### src/rtl/rfs_pkg.sv
/*
  shared constants and carrier types for the radio frame sequencer.
  assumes a 40 MHz core clock; all cycle counts derive from that rate.
*/
package rfs_pkg;

  localparam int unsigned CLK_MHZ        = 40;
  // phase durations in microseconds
  localparam int unsigned SETTLE_US      = 16;
  localparam int unsigned SHR_US         = 160;
  localparam int unsigned EARLY_READ_US  = 32;
  localparam int unsigned SETTLE_CYC     = SETTLE_US * CLK_MHZ;
  localparam int unsigned SHR_CYC        = SHR_US * CLK_MHZ;
  localparam int unsigned EARLY_READ_CYC = EARLY_READ_US * CLK_MHZ;
  // one byte on air: 32 us at 250 kb/s, halving per rate step
  localparam int unsigned BYTE_US_250K   = 32;
  localparam int unsigned BYTE_CYC_250K  = BYTE_US_250K * CLK_MHZ;

  localparam int unsigned TIMER_W        = 13;
  localparam int unsigned CNT_W          = 8;
  localparam int unsigned ADDR_W         = 7;
  localparam int unsigned BUF_DEPTH      = 128;
  localparam int unsigned LEN_MSB        = 6;

  // state command field encodings
  localparam logic [4:0] CMD_NOP         = 5'h00;
  localparam logic [4:0] CMD_TX_START    = 5'h02;
  localparam logic [4:0] CMD_RX_ON       = 5'h06;
  localparam logic [4:0] CMD_OFF         = 5'h08;
  localparam logic [4:0] CMD_PLL_ON      = 5'h09;
  localparam logic [4:0] CMD_AUTO_ACK_RX = 5'h16;
  localparam logic [4:0] CMD_EXT_TX      = 5'h19;

  typedef enum logic [6:0] {
    ST_OFF       = 7'h01,
    ST_RX_LISTEN = 7'h02,
    ST_RX_BUSY   = 7'h04,
    ST_PLL_ON    = 7'h08,
    ST_TX_SETTLE = 7'h10,
    ST_TX_SHR    = 7'h20,
    ST_TX_DATA   = 7'h40
  } rfs_state_t;

  typedef struct packed {
    logic       cmdValid;
    logic [4:0] stateCommandField;
    logic       wrBegin;
    logic       wrStrobe;
    logic [7:0] wrData;
    logic       rdBegin;
    logic       rdStrobe;
  } rfs_host_req_t;

  typedef struct packed {
    logic       frameDetect;
    logic       byteValid;
    logic [7:0] byteData;
    logic       frameDone;
  } rfs_rx_phy_t;

  typedef struct packed {
    logic frameStart;
    logic transferEnd;
    logic underrun;
  } rfs_irq_t;

endpackage : rfs_pkg

### src/rtl/rfs_fill_tracker.sv
/*
  byte fill tracker: counts bytes put into and taken out of the frame buffer
  and flags a take that overtakes the fill. strobes come from the same clock.
*/
`timescale 1ns/100ps
module rfs_fill_tracker
  import rfs_pkg::*;
(
  input  wire logic             clk,
  input  wire logic             reset_n,
  input  wire logic             clrWr,
  input  wire logic             clrRd,
  input  wire logic             wrStb,
  input  wire logic             rdStb,
  output logic [CNT_W-1:0]      wrCnt,
  output logic [CNT_W-1:0]      rdCnt,
  output logic                  underrun
);

  logic [CNT_W-1:0] wrCnt_ff;
  logic [CNT_W-1:0] rdCnt_ff;
  logic             underrun_ff;

  always_ff @(posedge clk)
  begin
    if (!reset_n || clrWr)
      wrCnt_ff <= '0;
    else if (wrStb)
      wrCnt_ff <= wrCnt_ff + 8'h01;
  end

  always_ff @(posedge clk)
  begin
    if (!reset_n || clrRd)
      rdCnt_ff <= '0;
    else if (rdStb)
      rdCnt_ff <= rdCnt_ff + 8'h01;
  end

  // a take with nothing left ahead of it is an underrun
  always_ff @(posedge clk)
  begin
    if (!reset_n)
      underrun_ff <= 1'b0;
    else
      underrun_ff <= rdStb && !clrRd && (rdCnt_ff >= wrCnt_ff);
  end

  assign wrCnt    = wrCnt_ff;
  assign rdCnt    = rdCnt_ff;
  assign underrun = underrun_ff;

  a_underrun_cause: assert property (@(posedge clk) disable iff (!reset_n)
    underrun_ff |-> $past(rdStb) && ($past(rdCnt_ff) >= $past(wrCnt_ff)))
    else $error("underrun flagged without overtaking read");

endmodule : rfs_fill_tracker

### src/rtl/rfs_frame_sequencer.sv
/*
  frame sequencer: receive/transmit sequencing around a 128 byte frame buffer.
  assumes an spi decoder on clk delivers host requests as one-cycle strobes,
  and the receive demodulator delivers frame events on clk.
*/
`timescale 1ns/100ps
module rfs_frame_sequencer
  import rfs_pkg::*;
#(
  parameter int unsigned SHR_CYCLES = rfs_pkg::SHR_CYC
)
(
  input  wire logic               clk,
  input  wire logic               reset_n,
  input  wire logic               sleepTxTriggerPin,
  input  rfs_pkg::rfs_host_req_t  hostReq,
  input  rfs_pkg::rfs_rx_phy_t    rxPhy,
  input  wire logic [1:0]         phyRateSelect,
  input  wire logic [4:0]         channelSelect,
  input  rfs_pkg::rfs_irq_t       irqEnable,
  output rfs_pkg::rfs_irq_t       irqPulse,
  output rfs_pkg::rfs_state_t     stateRegister,
  output logic                    rxSearch,
  output logic [4:0]              rxChannel,
  output logic [7:0]              rdData,
  output logic                    rdValid,
  output logic                    shrActive,
  output logic [7:0]              txByte,
  output logic                    txByteValid
);
  import rfs_pkg::*;

  function automatic logic [TIMER_W-1:0] bytePeriod(input logic [1:0] sel);
    bytePeriod = TIMER_W'(BYTE_CYC_250K >> sel);
  endfunction : bytePeriod

  rfs_state_t       state_ff;
  logic             extTx_ff;
  logic [2:0]       trigSync_ff;
  logic [TIMER_W-1:0] phaseCnt_ff;
  logic [TIMER_W-1:0] earlyCnt_ff;
  logic             earlyOk_ff;
  logic [7:0]       txLeft_ff;
  logic             txFirst_ff;
  logic [7:0]       buffer [BUF_DEPTH];
  rfs_irq_t         irq_ff;
  logic             rxSearch_ff;
  logic [4:0]       rxChannel_ff;
  logic [7:0]       rdData_ff;
  logic             rdValid_ff;
  logic             shrActive_ff;
  logic [7:0]       txByte_ff;
  logic             txByteValid_ff;

  logic             trigEdge;
  logic             txStartReq;
  logic             txTake;
  logic             txLast;
  logic             hostRd;
  logic [CNT_W-1:0] rxWrCnt, rxRdCnt, txWrCnt, txRdCnt;
  logic             rxUnderrun, txUnderrun;

  ////////////////////////////////////////////////////////////////////////////
  // trigger pin: two flops against metastability, third for the edge
  always_ff @(posedge clk)
  begin
    if (!reset_n)
      trigSync_ff <= 3'h0;
    else
      trigSync_ff <= {trigSync_ff[1:0], sleepTxTriggerPin};
  end

  assign trigEdge   = trigSync_ff[1] && !trigSync_ff[2];
  assign txStartReq = trigEdge || (hostReq.cmdValid && hostReq.stateCommandField == CMD_TX_START);
  assign txTake     = (state_ff == ST_TX_DATA) && (phaseCnt_ff == '0);
  // last byte is the length byte itself for an empty frame, else the one with one left to go
  assign txLast     = txTake && (txFirst_ff ? (buffer[txRdCnt[ADDR_W-1:0]][LEN_MSB:0] == '0)
                                            : (txLeft_ff == 8'h01));
  // reads during a frame are ignored until the early-read delay is over
  assign hostRd     = hostReq.rdStrobe && (state_ff != ST_RX_BUSY || earlyOk_ff);

  ////////////////////////////////////////////////////////////////////////////
  // state machine
  always_ff @(posedge clk)
  begin
    if (!reset_n)
    begin
      state_ff <= ST_OFF;
      extTx_ff <= 1'b0;
    end
    else
    begin
      case (state_ff)
        ST_OFF, ST_RX_LISTEN, ST_PLL_ON:
        begin
          if (state_ff == ST_PLL_ON && txStartReq)
            state_ff <= ST_TX_SETTLE;
          else if (state_ff == ST_RX_LISTEN && rxPhy.frameDetect)
            state_ff <= ST_RX_BUSY;
          else if (hostReq.cmdValid)
          begin
            case (hostReq.stateCommandField)
              CMD_OFF:         state_ff <= ST_OFF;
              CMD_RX_ON, CMD_AUTO_ACK_RX: state_ff <= ST_RX_LISTEN;
              CMD_PLL_ON:      begin state_ff <= ST_PLL_ON; extTx_ff <= 1'b0; end
              CMD_EXT_TX:      begin state_ff <= ST_PLL_ON; extTx_ff <= 1'b1; end
              default:         state_ff <= state_ff;
            endcase
          end
        end
        ST_RX_BUSY:
          if (rxPhy.frameDone)
            state_ff <= ST_RX_LISTEN;
        ST_TX_SETTLE:
          if (phaseCnt_ff == TIMER_W'(SETTLE_CYC - 1))
            state_ff <= ST_TX_SHR;
        ST_TX_SHR:
          if (phaseCnt_ff == TIMER_W'(SHR_CYCLES - 1))
            state_ff <= ST_TX_DATA;
        ST_TX_DATA:
          if (txLast)
            state_ff <= ST_PLL_ON;
        default:
          state_ff <= ST_OFF;
      endcase
    end
  end

  ////////////////////////////////////////////////////////////////////////////
  // phase timer: counts up in settle and header, down per byte on air
  always_ff @(posedge clk)
  begin
    if (!reset_n)
      phaseCnt_ff <= '0;
    else if (state_ff == ST_PLL_ON && txStartReq)
      phaseCnt_ff <= '0;
    else if (state_ff == ST_TX_SETTLE)
      phaseCnt_ff <= (phaseCnt_ff == TIMER_W'(SETTLE_CYC - 1)) ? '0 : phaseCnt_ff + 13'h0001;
    else if (state_ff == ST_TX_SHR)
      phaseCnt_ff <= (phaseCnt_ff == TIMER_W'(SHR_CYCLES - 1)) ? '0 : phaseCnt_ff + 13'h0001;
    else if (state_ff == ST_TX_DATA)
      phaseCnt_ff <= (phaseCnt_ff == '0) ? bytePeriod(phyRateSelect) - 13'h0001 : phaseCnt_ff - 13'h0001;
    else
      phaseCnt_ff <= '0;
  end

  // the first byte taken carries the length of the rest of the frame
  always_ff @(posedge clk)
  begin
    if (!reset_n)
    begin
      txFirst_ff <= 1'b1;
      txLeft_ff  <= 8'h00;
    end
    else if (state_ff != ST_TX_DATA)
    begin
      txFirst_ff <= 1'b1;
      txLeft_ff  <= 8'h00;
    end
    else if (txTake)
    begin
      txFirst_ff <= 1'b0;
      txLeft_ff  <= txFirst_ff ? {1'b0, buffer[txRdCnt[ADDR_W-1:0]][LEN_MSB:0]} : txLeft_ff - 8'h01;
    end
  end

  ////////////////////////////////////////////////////////////////////////////
  // early read delay after a frame is detected
  always_ff @(posedge clk)
  begin
    if (!reset_n || (state_ff == ST_RX_LISTEN && rxPhy.frameDetect))
    begin
      earlyCnt_ff <= '0;
      earlyOk_ff  <= 1'b0;
    end
    else if (state_ff == ST_RX_BUSY && !earlyOk_ff)
    begin
      earlyCnt_ff <= earlyCnt_ff + 13'h0001;
      earlyOk_ff  <= (earlyCnt_ff == TIMER_W'(EARLY_READ_CYC - 2));
    end
  end

  ////////////////////////////////////////////////////////////////////////////
  // frame buffer; host fill and radio drain use separate counters so both can overlap
  always_ff @(posedge clk)
  begin
    if (state_ff == ST_RX_BUSY && rxPhy.byteValid)
      buffer[rxWrCnt[ADDR_W-1:0]] <= rxPhy.byteData;
    if (hostReq.wrStrobe)
      buffer[txWrCnt[ADDR_W-1:0]] <= hostReq.wrData;
  end

  rfs_fill_tracker u_rx_fill (
    .clk      (clk),
    .reset_n  (reset_n),
    .clrWr    (state_ff == ST_RX_LISTEN && rxPhy.frameDetect),
    .clrRd    (hostReq.rdBegin || (state_ff == ST_RX_LISTEN && rxPhy.frameDetect)),
    .wrStb    (state_ff == ST_RX_BUSY && rxPhy.byteValid),
    .rdStb    (hostRd),
    .wrCnt    (rxWrCnt),
    .rdCnt    (rxRdCnt),
    .underrun (rxUnderrun)
  );

  rfs_fill_tracker u_tx_fill (
    .clk      (clk),
    .reset_n  (reset_n),
    .clrWr    (hostReq.wrBegin),
    .clrRd    (state_ff == ST_PLL_ON && txStartReq),
    .wrStb    (hostReq.wrStrobe),
    .rdStb    (txTake),
    .wrCnt    (txWrCnt),
    .rdCnt    (txRdCnt),
    .underrun (txUnderrun)
  );

  ////////////////////////////////////////////////////////////////////////////
  // data outputs; header is produced here, the buffer is untouched until data phase
  always_ff @(posedge clk)
  begin
    if (!reset_n)
    begin
      rdData_ff      <= 8'h00;
      rdValid_ff     <= 1'b0;
      txByte_ff      <= 8'h00;
      txByteValid_ff <= 1'b0;
      shrActive_ff   <= 1'b0;
    end
    else
    begin
      rdValid_ff     <= hostRd;
      if (hostRd)
        rdData_ff    <= buffer[rxRdCnt[ADDR_W-1:0]];
      txByteValid_ff <= txTake;
      if (txTake)
        txByte_ff    <= buffer[txRdCnt[ADDR_W-1:0]];
      shrActive_ff   <= (state_ff == ST_TX_SHR);
    end
  end

  // receive search follows the listen state on the chosen channel
  always_ff @(posedge clk)
  begin
    if (!reset_n)
    begin
      rxSearch_ff  <= 1'b0;
      rxChannel_ff <= 5'h00;
    end
    else
    begin
      rxSearch_ff  <= (state_ff == ST_RX_LISTEN);
      rxChannel_ff <= channelSelect;
    end
  end

  // interrupt pulses, each gated by its enable
  always_ff @(posedge clk)
  begin
    if (!reset_n)
      irq_ff <= '0;
    else
    begin
      irq_ff.frameStart  <= irqEnable.frameStart && state_ff == ST_RX_LISTEN && rxPhy.frameDetect;
      irq_ff.transferEnd <= irqEnable.transferEnd && ((state_ff == ST_RX_BUSY && rxPhy.frameDone)
                            || txLast);
      irq_ff.underrun    <= irqEnable.underrun && (rxUnderrun || txUnderrun);
    end
  end

  assign irqPulse      = irq_ff;
  assign stateRegister = state_ff;
  assign rxSearch      = rxSearch_ff;
  assign rxChannel     = rxChannel_ff;
  assign rdData        = rdData_ff;
  assign rdValid       = rdValid_ff;
  assign shrActive     = shrActive_ff;
  assign txByte        = txByte_ff;
  assign txByteValid   = txByteValid_ff;

  ////////////////////////////////////////////////////////////////////////////
  a_search_follows: assert property (@(posedge clk) disable iff (!reset_n)
    ##1 rxSearch_ff == ($past(state_ff) == ST_RX_LISTEN))
    else $error("receive search does not follow listen state");

  a_frame_start_irq: assert property (@(posedge clk) disable iff (!reset_n)
    irq_ff.frameStart |-> $past(state_ff) == ST_RX_LISTEN && state_ff == ST_RX_BUSY)
    else $error("frame-start without entering reception");

  a_early_read: assert property (@(posedge clk) disable iff (!reset_n)
    (state_ff == ST_RX_LISTEN && rxPhy.frameDetect) ##1 (state_ff == ST_RX_BUSY)
      |-> !rdValid_ff [*8])
    else $error("received byte released before delay");

  a_tx_entry: assert property (@(posedge clk) disable iff (!reset_n)
    (state_ff == ST_TX_SETTLE && $past(state_ff) != ST_TX_SETTLE) |-> $past(state_ff) == ST_PLL_ON)
    else $error("transmit started outside pll-on");

  a_settle_len: assert property (@(posedge clk) disable iff (!reset_n)
    (state_ff == ST_TX_SHR && $past(state_ff) == ST_TX_SETTLE)
      |-> $past(phaseCnt_ff) == TIMER_W'(SETTLE_CYC - 1))
    else $error("settling phase length wrong");

  a_shr_len: assert property (@(posedge clk) disable iff (!reset_n)
    (state_ff == ST_TX_DATA && $past(state_ff) == ST_TX_SHR)
      |-> $past(phaseCnt_ff) == TIMER_W'(SHR_CYCLES - 1))
    else $error("header phase length wrong");

  a_header_internal: assert property (@(posedge clk) disable iff (!reset_n)
    (state_ff == ST_TX_SETTLE || state_ff == ST_TX_SHR) |-> ##1 !txByteValid_ff)
    else $error("buffer byte sent during header");

  a_tx_end_irq: assert property (@(posedge clk) disable iff (!reset_n)
    ($past(state_ff) == ST_TX_DATA && state_ff == ST_PLL_ON && $past(irqEnable.transferEnd))
      |-> irq_ff.transferEnd)
    else $error("transmit end without interrupt");

  a_underrun_irq: assert property (@(posedge clk) disable iff (!reset_n)
    (txUnderrun && irqEnable.underrun) |=> irq_ff.underrun)
    else $error("transmit underrun not signalled");

endmodule : rfs_frame_sequencer

### config.mk
export PLATFORM = sky130hd
export DESIGN_NAME = rfs_frame_sequencer
export DESIGN_NICKNAME = d
export VERILOG_FILES = /design/src/rtl/rfs_pkg.sv /design/src/rtl/rfs_fill_tracker.sv /design/src/rtl/rfs_frame_sequencer.sv
export SDC_FILE = /design/constraint.sdc
export NUM_CORES = 2
export LEC_CHECK = 0
export BUFFER_PORTS_ARGS = -buffer_cell sky130_fd_sc_hd__buf_2
export CAP_MARGIN = 10
export CORE_MARGIN = 2
export CORE_UTILIZATION = 29
export CTS_BUF_LIST = sky130_fd_sc_hd__clkbuf_4
export CTS_CLUSTER_SIZE = 25
export DETAILED_ROUTE_END_ITERATION = 6
export MAX_ROUTING_LAYER = met4
export REMOVE_ABC_BUFFERS = 1
export SLEW_MARGIN = 5
export SYNTH_ARGS = -nofsm -noshare
export SYNTH_HDL_FRONTEND = slang
export SYNTH_SLANG_ARGS = --single-unit
### constraint.sdc
create_clock -name clk -period 4.2 [get_ports clk]
set_clock_uncertainty 0.15 [all_clocks]
set_input_delay 0.63 -clock clk [delete_from_list [all_inputs] [get_ports clk]]
set_output_delay 0.63 -clock clk [all_outputs]
set_load 0.005 [all_outputs]
==> key figures <==
Outcome
  – Status: finished, final reports clean

Timing
  – Max Fclk: approximately 240 MHz
  – Final Worst Setup Slack: roughly 0.0045 ns
  – Final Hold Vio Count: 0
  – Setup tns final: 0 ns
  – WHS: 0.186 ns
  – RSZ-0062 raised after global routing: false
  – Slew Viols, Final: 0
  – Min Tclk post-route: around 4.2 ns
  – Slew HR: under 10%
  – Tcrit/Tclk final: around 100%
  – Setup-failing EPs final: 0
  – Worst Max-Slew Pin Slew: 1.36 ns

CTS
  – Clock-pin slew on the worst setup and hold paths: around 0.07 ns
  – Clock Sinks: between 1000 and 1500
  – Number of buffers on the longest clock path: 4
  – CTS Buf Count: 336
  – Clk Latency, worst-skew pair: 1.38 ns
  – Root buf cell: clkbuf_4
  – CTS tree: done
  – # H-tree levels: 5

Yosys
  – Mux share of post-synthesis cell area: between 30% and 40%
  – Syn Inst Count: around 4400
  – Yosys warns: 0
  – Ys async rst share: 0%
  – EDFF count, synth: approximately 1000
  – Post-synth top cells: mux2_2 (1028), edfxtp_1 (1024), mux4_2 (572)
  – Share of the synthesized area in the top cell type: between 40% and 50%
  – Leading cell type by number of instances after synthesis: mux2_2
  – Largest family of logic cells by synthesized area: multiplexers
  – Post-Synth XOR/XNOR Area: less than 1%
  – Synth area leaders: edfxtp_1 (46%), mux4_2 (19%), mux2_2 (17%), dfxtp_1 (3.4%), clkbuf_1 (2.0%)
  – Seq cells post-synth: 1139
  – Simple-Gate Fraction of Synth Area: 4.22%
  – Post-Synth Adder-Cell Area: less than 1%
  – Synth Area in Compound Gates: under 10%
  – Area leader, netlist: edfxtp_1
  – Post-Syn Area: roughly 0.067 sq mm
  – Post-synthesis sequential area ratio: between 40% and 50%
  – Ys flop type: edfxtp_1
  – Netlist cell types: 75
  – Avg Cell Area, Syn: ~15 sq um

Power
  – Psw: 6.51 mW
  – Maximum VDD drop: between 0.0002 and 0.0003 V
  – Static leakage: around 25 nW
  – Comb pwr share: 9.7%
  – Int Pwr: around 19 mW
  – Switching Fraction: between 20% and 30%
  – Flop pwr share: just under 50%
  – Power per cell area: between 300 and 400 mW/mm^2
  – Clk pwr share: 41.8%

GRT
  – First-pass GRT wire length: approximately 360 mm
  – Initial antenna violation count: 22
  – Vias in the first global route: 46700
  – Grt ovf: 0
  – Gr usage total: 21.9%
  – Largest net degree at the start of global routing: between 100 and 150

Floorplan
  – # IOs: just under 80
  – Die Footprint: 0.234 sq mm
  – Starting Density: 29.1%
  – Floorplan core area: 0.229 sq mm
  – DIE WIDTH: a little under 500 um
  – Rows: between 150 and 200
  – Die Height: between 400 and 500 um

Final layout
  – Final net count: a little under 5000
  – Area Overhead vs Synth: 16.7%
  – Layout cells sized above 1: a little over half

Detailed routing
  – Residual DRC count: 0
  – Vias: 47800
  – Wire per inst: 31.4 um
  – Vias per cell: roughly 5.9
  – Drt first pass iters: 6
  – Total Wirelength: approximately 260 mm
  – Starting DRT DRC Count: ~6900
  – ANT nets after route: 0

Placed design
  – Dpl ws: -0.162 ns
  – Gpl congestion: slightly below 1
  – Hpwl dp: 175 mm
  – IO buf count: 76

Setup path
  – Setup CP Type: reg2reg
  – CP startpoint kind: flip-flop
  – CP Max Fanout: 22
  – WP data required: about 5.3 ns
  – Critical path endpoint category: flip-flop
  – WP data arrival: 5.26 ns

Job
  – Max-Cap Viols: 0

Worst hold path
  – Hold Path Class: in2reg
==> per-stage QoR <==
step | util (%) | instance area [sq um] | instances | total power, mW
final | 34.0 | 78000 | 8160 | 25.7
after global routing | 34.0 | 78000 | 8159 | 26.5
after CTS | 33.9 | 77800 | 8137 | 25.7
after detailed placement | 31.8 | 73000 | 7497 | 15.0
after global placement | 31.8 | 73000 | 7496 | 15.0
after floorplan | - | 64800 | 3955 | 14.3
==> critical path, stage by stage, from the launching register on <==
cell and delay, ns:
dfxtp_4 0.42, buf_12 0.27, buf_12 0.21, mux4_2 0.51, mux4_2 0.58, a211oi_2 0.36
buf_4 0.17, nor4_1 0.08, nor3_2 0.18, nand4_1 0.35, buf_4 0.28, a21oi_1 0.22
o221a_1 0.22
==> placed cells by master (no fill, tap or decap), drive strengths merged, types with 20 or more instances in the layout <==
| cell type | instances |
|---|---|
| o221ai | 20 |
| nor3 | 42 |
| a211oi | 24 |
| a21oi | 39 |
| clkbuf | 508 |
| ha | 26 |
| nand3 | 47 |
| buf | 521 |
| mux4 | 575 |
| nand2 | 201 |
| o22ai | 73 |
| nand2b | 21 |
| dlygate4sd3 | 71 |
| clkinv | 54 |
| xor2 | 20 |
| o21ai | 112 |
| nor2 | 198 |
| edfxtp | 1024 |
| inv | 34 |
| mux2i | 104 |
| dfxtp | 115 |
| xnor2 | 20 |
| mux2 | 1028 |
==> area by class of cell <==
class                           count  area [sq um]
Clock buffer                      507          3810
Inverter                           31           116
Timing Repair Buffer              593          5080
Sequential cell                  1139         33100
Multi-Input combinational cell   2785         31800
Fill cell                       22200        151000
Tap cell                         3026          3790
Clock inverter                     61           315
Antenna cell                       18          45.0
==> power by group through the flow <==
| stage | clock network [mW] | registers (mW) | logic [mW] |
|---|---|---|---|
| CTS | 10.9 | 12.4 | 2.45 |
| global route | 11.5 | 12.4 | 2.61 |
| global placement | 0 | 12.7 | 2.34 |
| detailed placement | 0 | 12.7 | 2.37 |
| finish | 10.7 | 12.4 | 2.49 |
| floorplan | 0 | 12.8 | 1.47 |
==> worst paths after layout <==
kind,from,to,slack (ns),cells after the start
setup / recovery,flip-flop,stateRegister[3],0.005,12
hold / removal,rxPhy[9],u_rx_fill.wrCnt[1],0.19,4
setup reg to reg,flip-flop,stateRegister[3],0.005,12
hold reg to reg,trigSync_ff[1],trigSync_ff[2],0.29,2
==> logic make-up (layout without fill, tap and decap cells) <==
| group | after synthesis | count (layout) |
|---|---|---|
| and+or+nand+nor | 620 | 620 |
| muxes | 1707 | 1707 |
| xor gates and xnor gates | 40 | 40 |
| adders and majority gates | 26 | 26 |
| other | 0 | 18 |
| buffers and inverters | 497 | 1192 |
| DFF | 1139 | 1139 |
| AOI/OAI and AO/OA | 392 | 392 |
==> per-layer routing <==
metal / up-vias / part of all wire, % / track usage [%]
met1: 24900 / 39 / 28.5
met5: - / 0 / -
li1: 19000 / - / -
met4: 0 / 5.3 / 10.1
met2: 3208 / 45 / 32.4
met3: 697 / 11 / 5.02
==> sequential cells by signal (all words and copies together) (netlist names), 3 cells and up, named ones only <==
signal,count
phaseCnt_ff,13
rdData,8
txByte,8
u_rx_fill.wrCnt,8
u_tx_fill.wrCnt,8
u_rx_fill.rdCnt,8
irqPulse,3
u_tx_fill.rdCnt,8
buffer,1024
rxChannel,5
stateRegister,7
earlyCnt_ff,13
trigSync_ff,3
txLeft_ff,8
==> timing repair <==
item	CTS	global route
setup endpoints to repair	6	12
resized for setup	7	9
gates cloned	0	1
hold endpoints to repair	363	0
hold buffers	71	0
setup buffers	1	3
pin swaps	0	1
(Power assumes the default switching activity.)
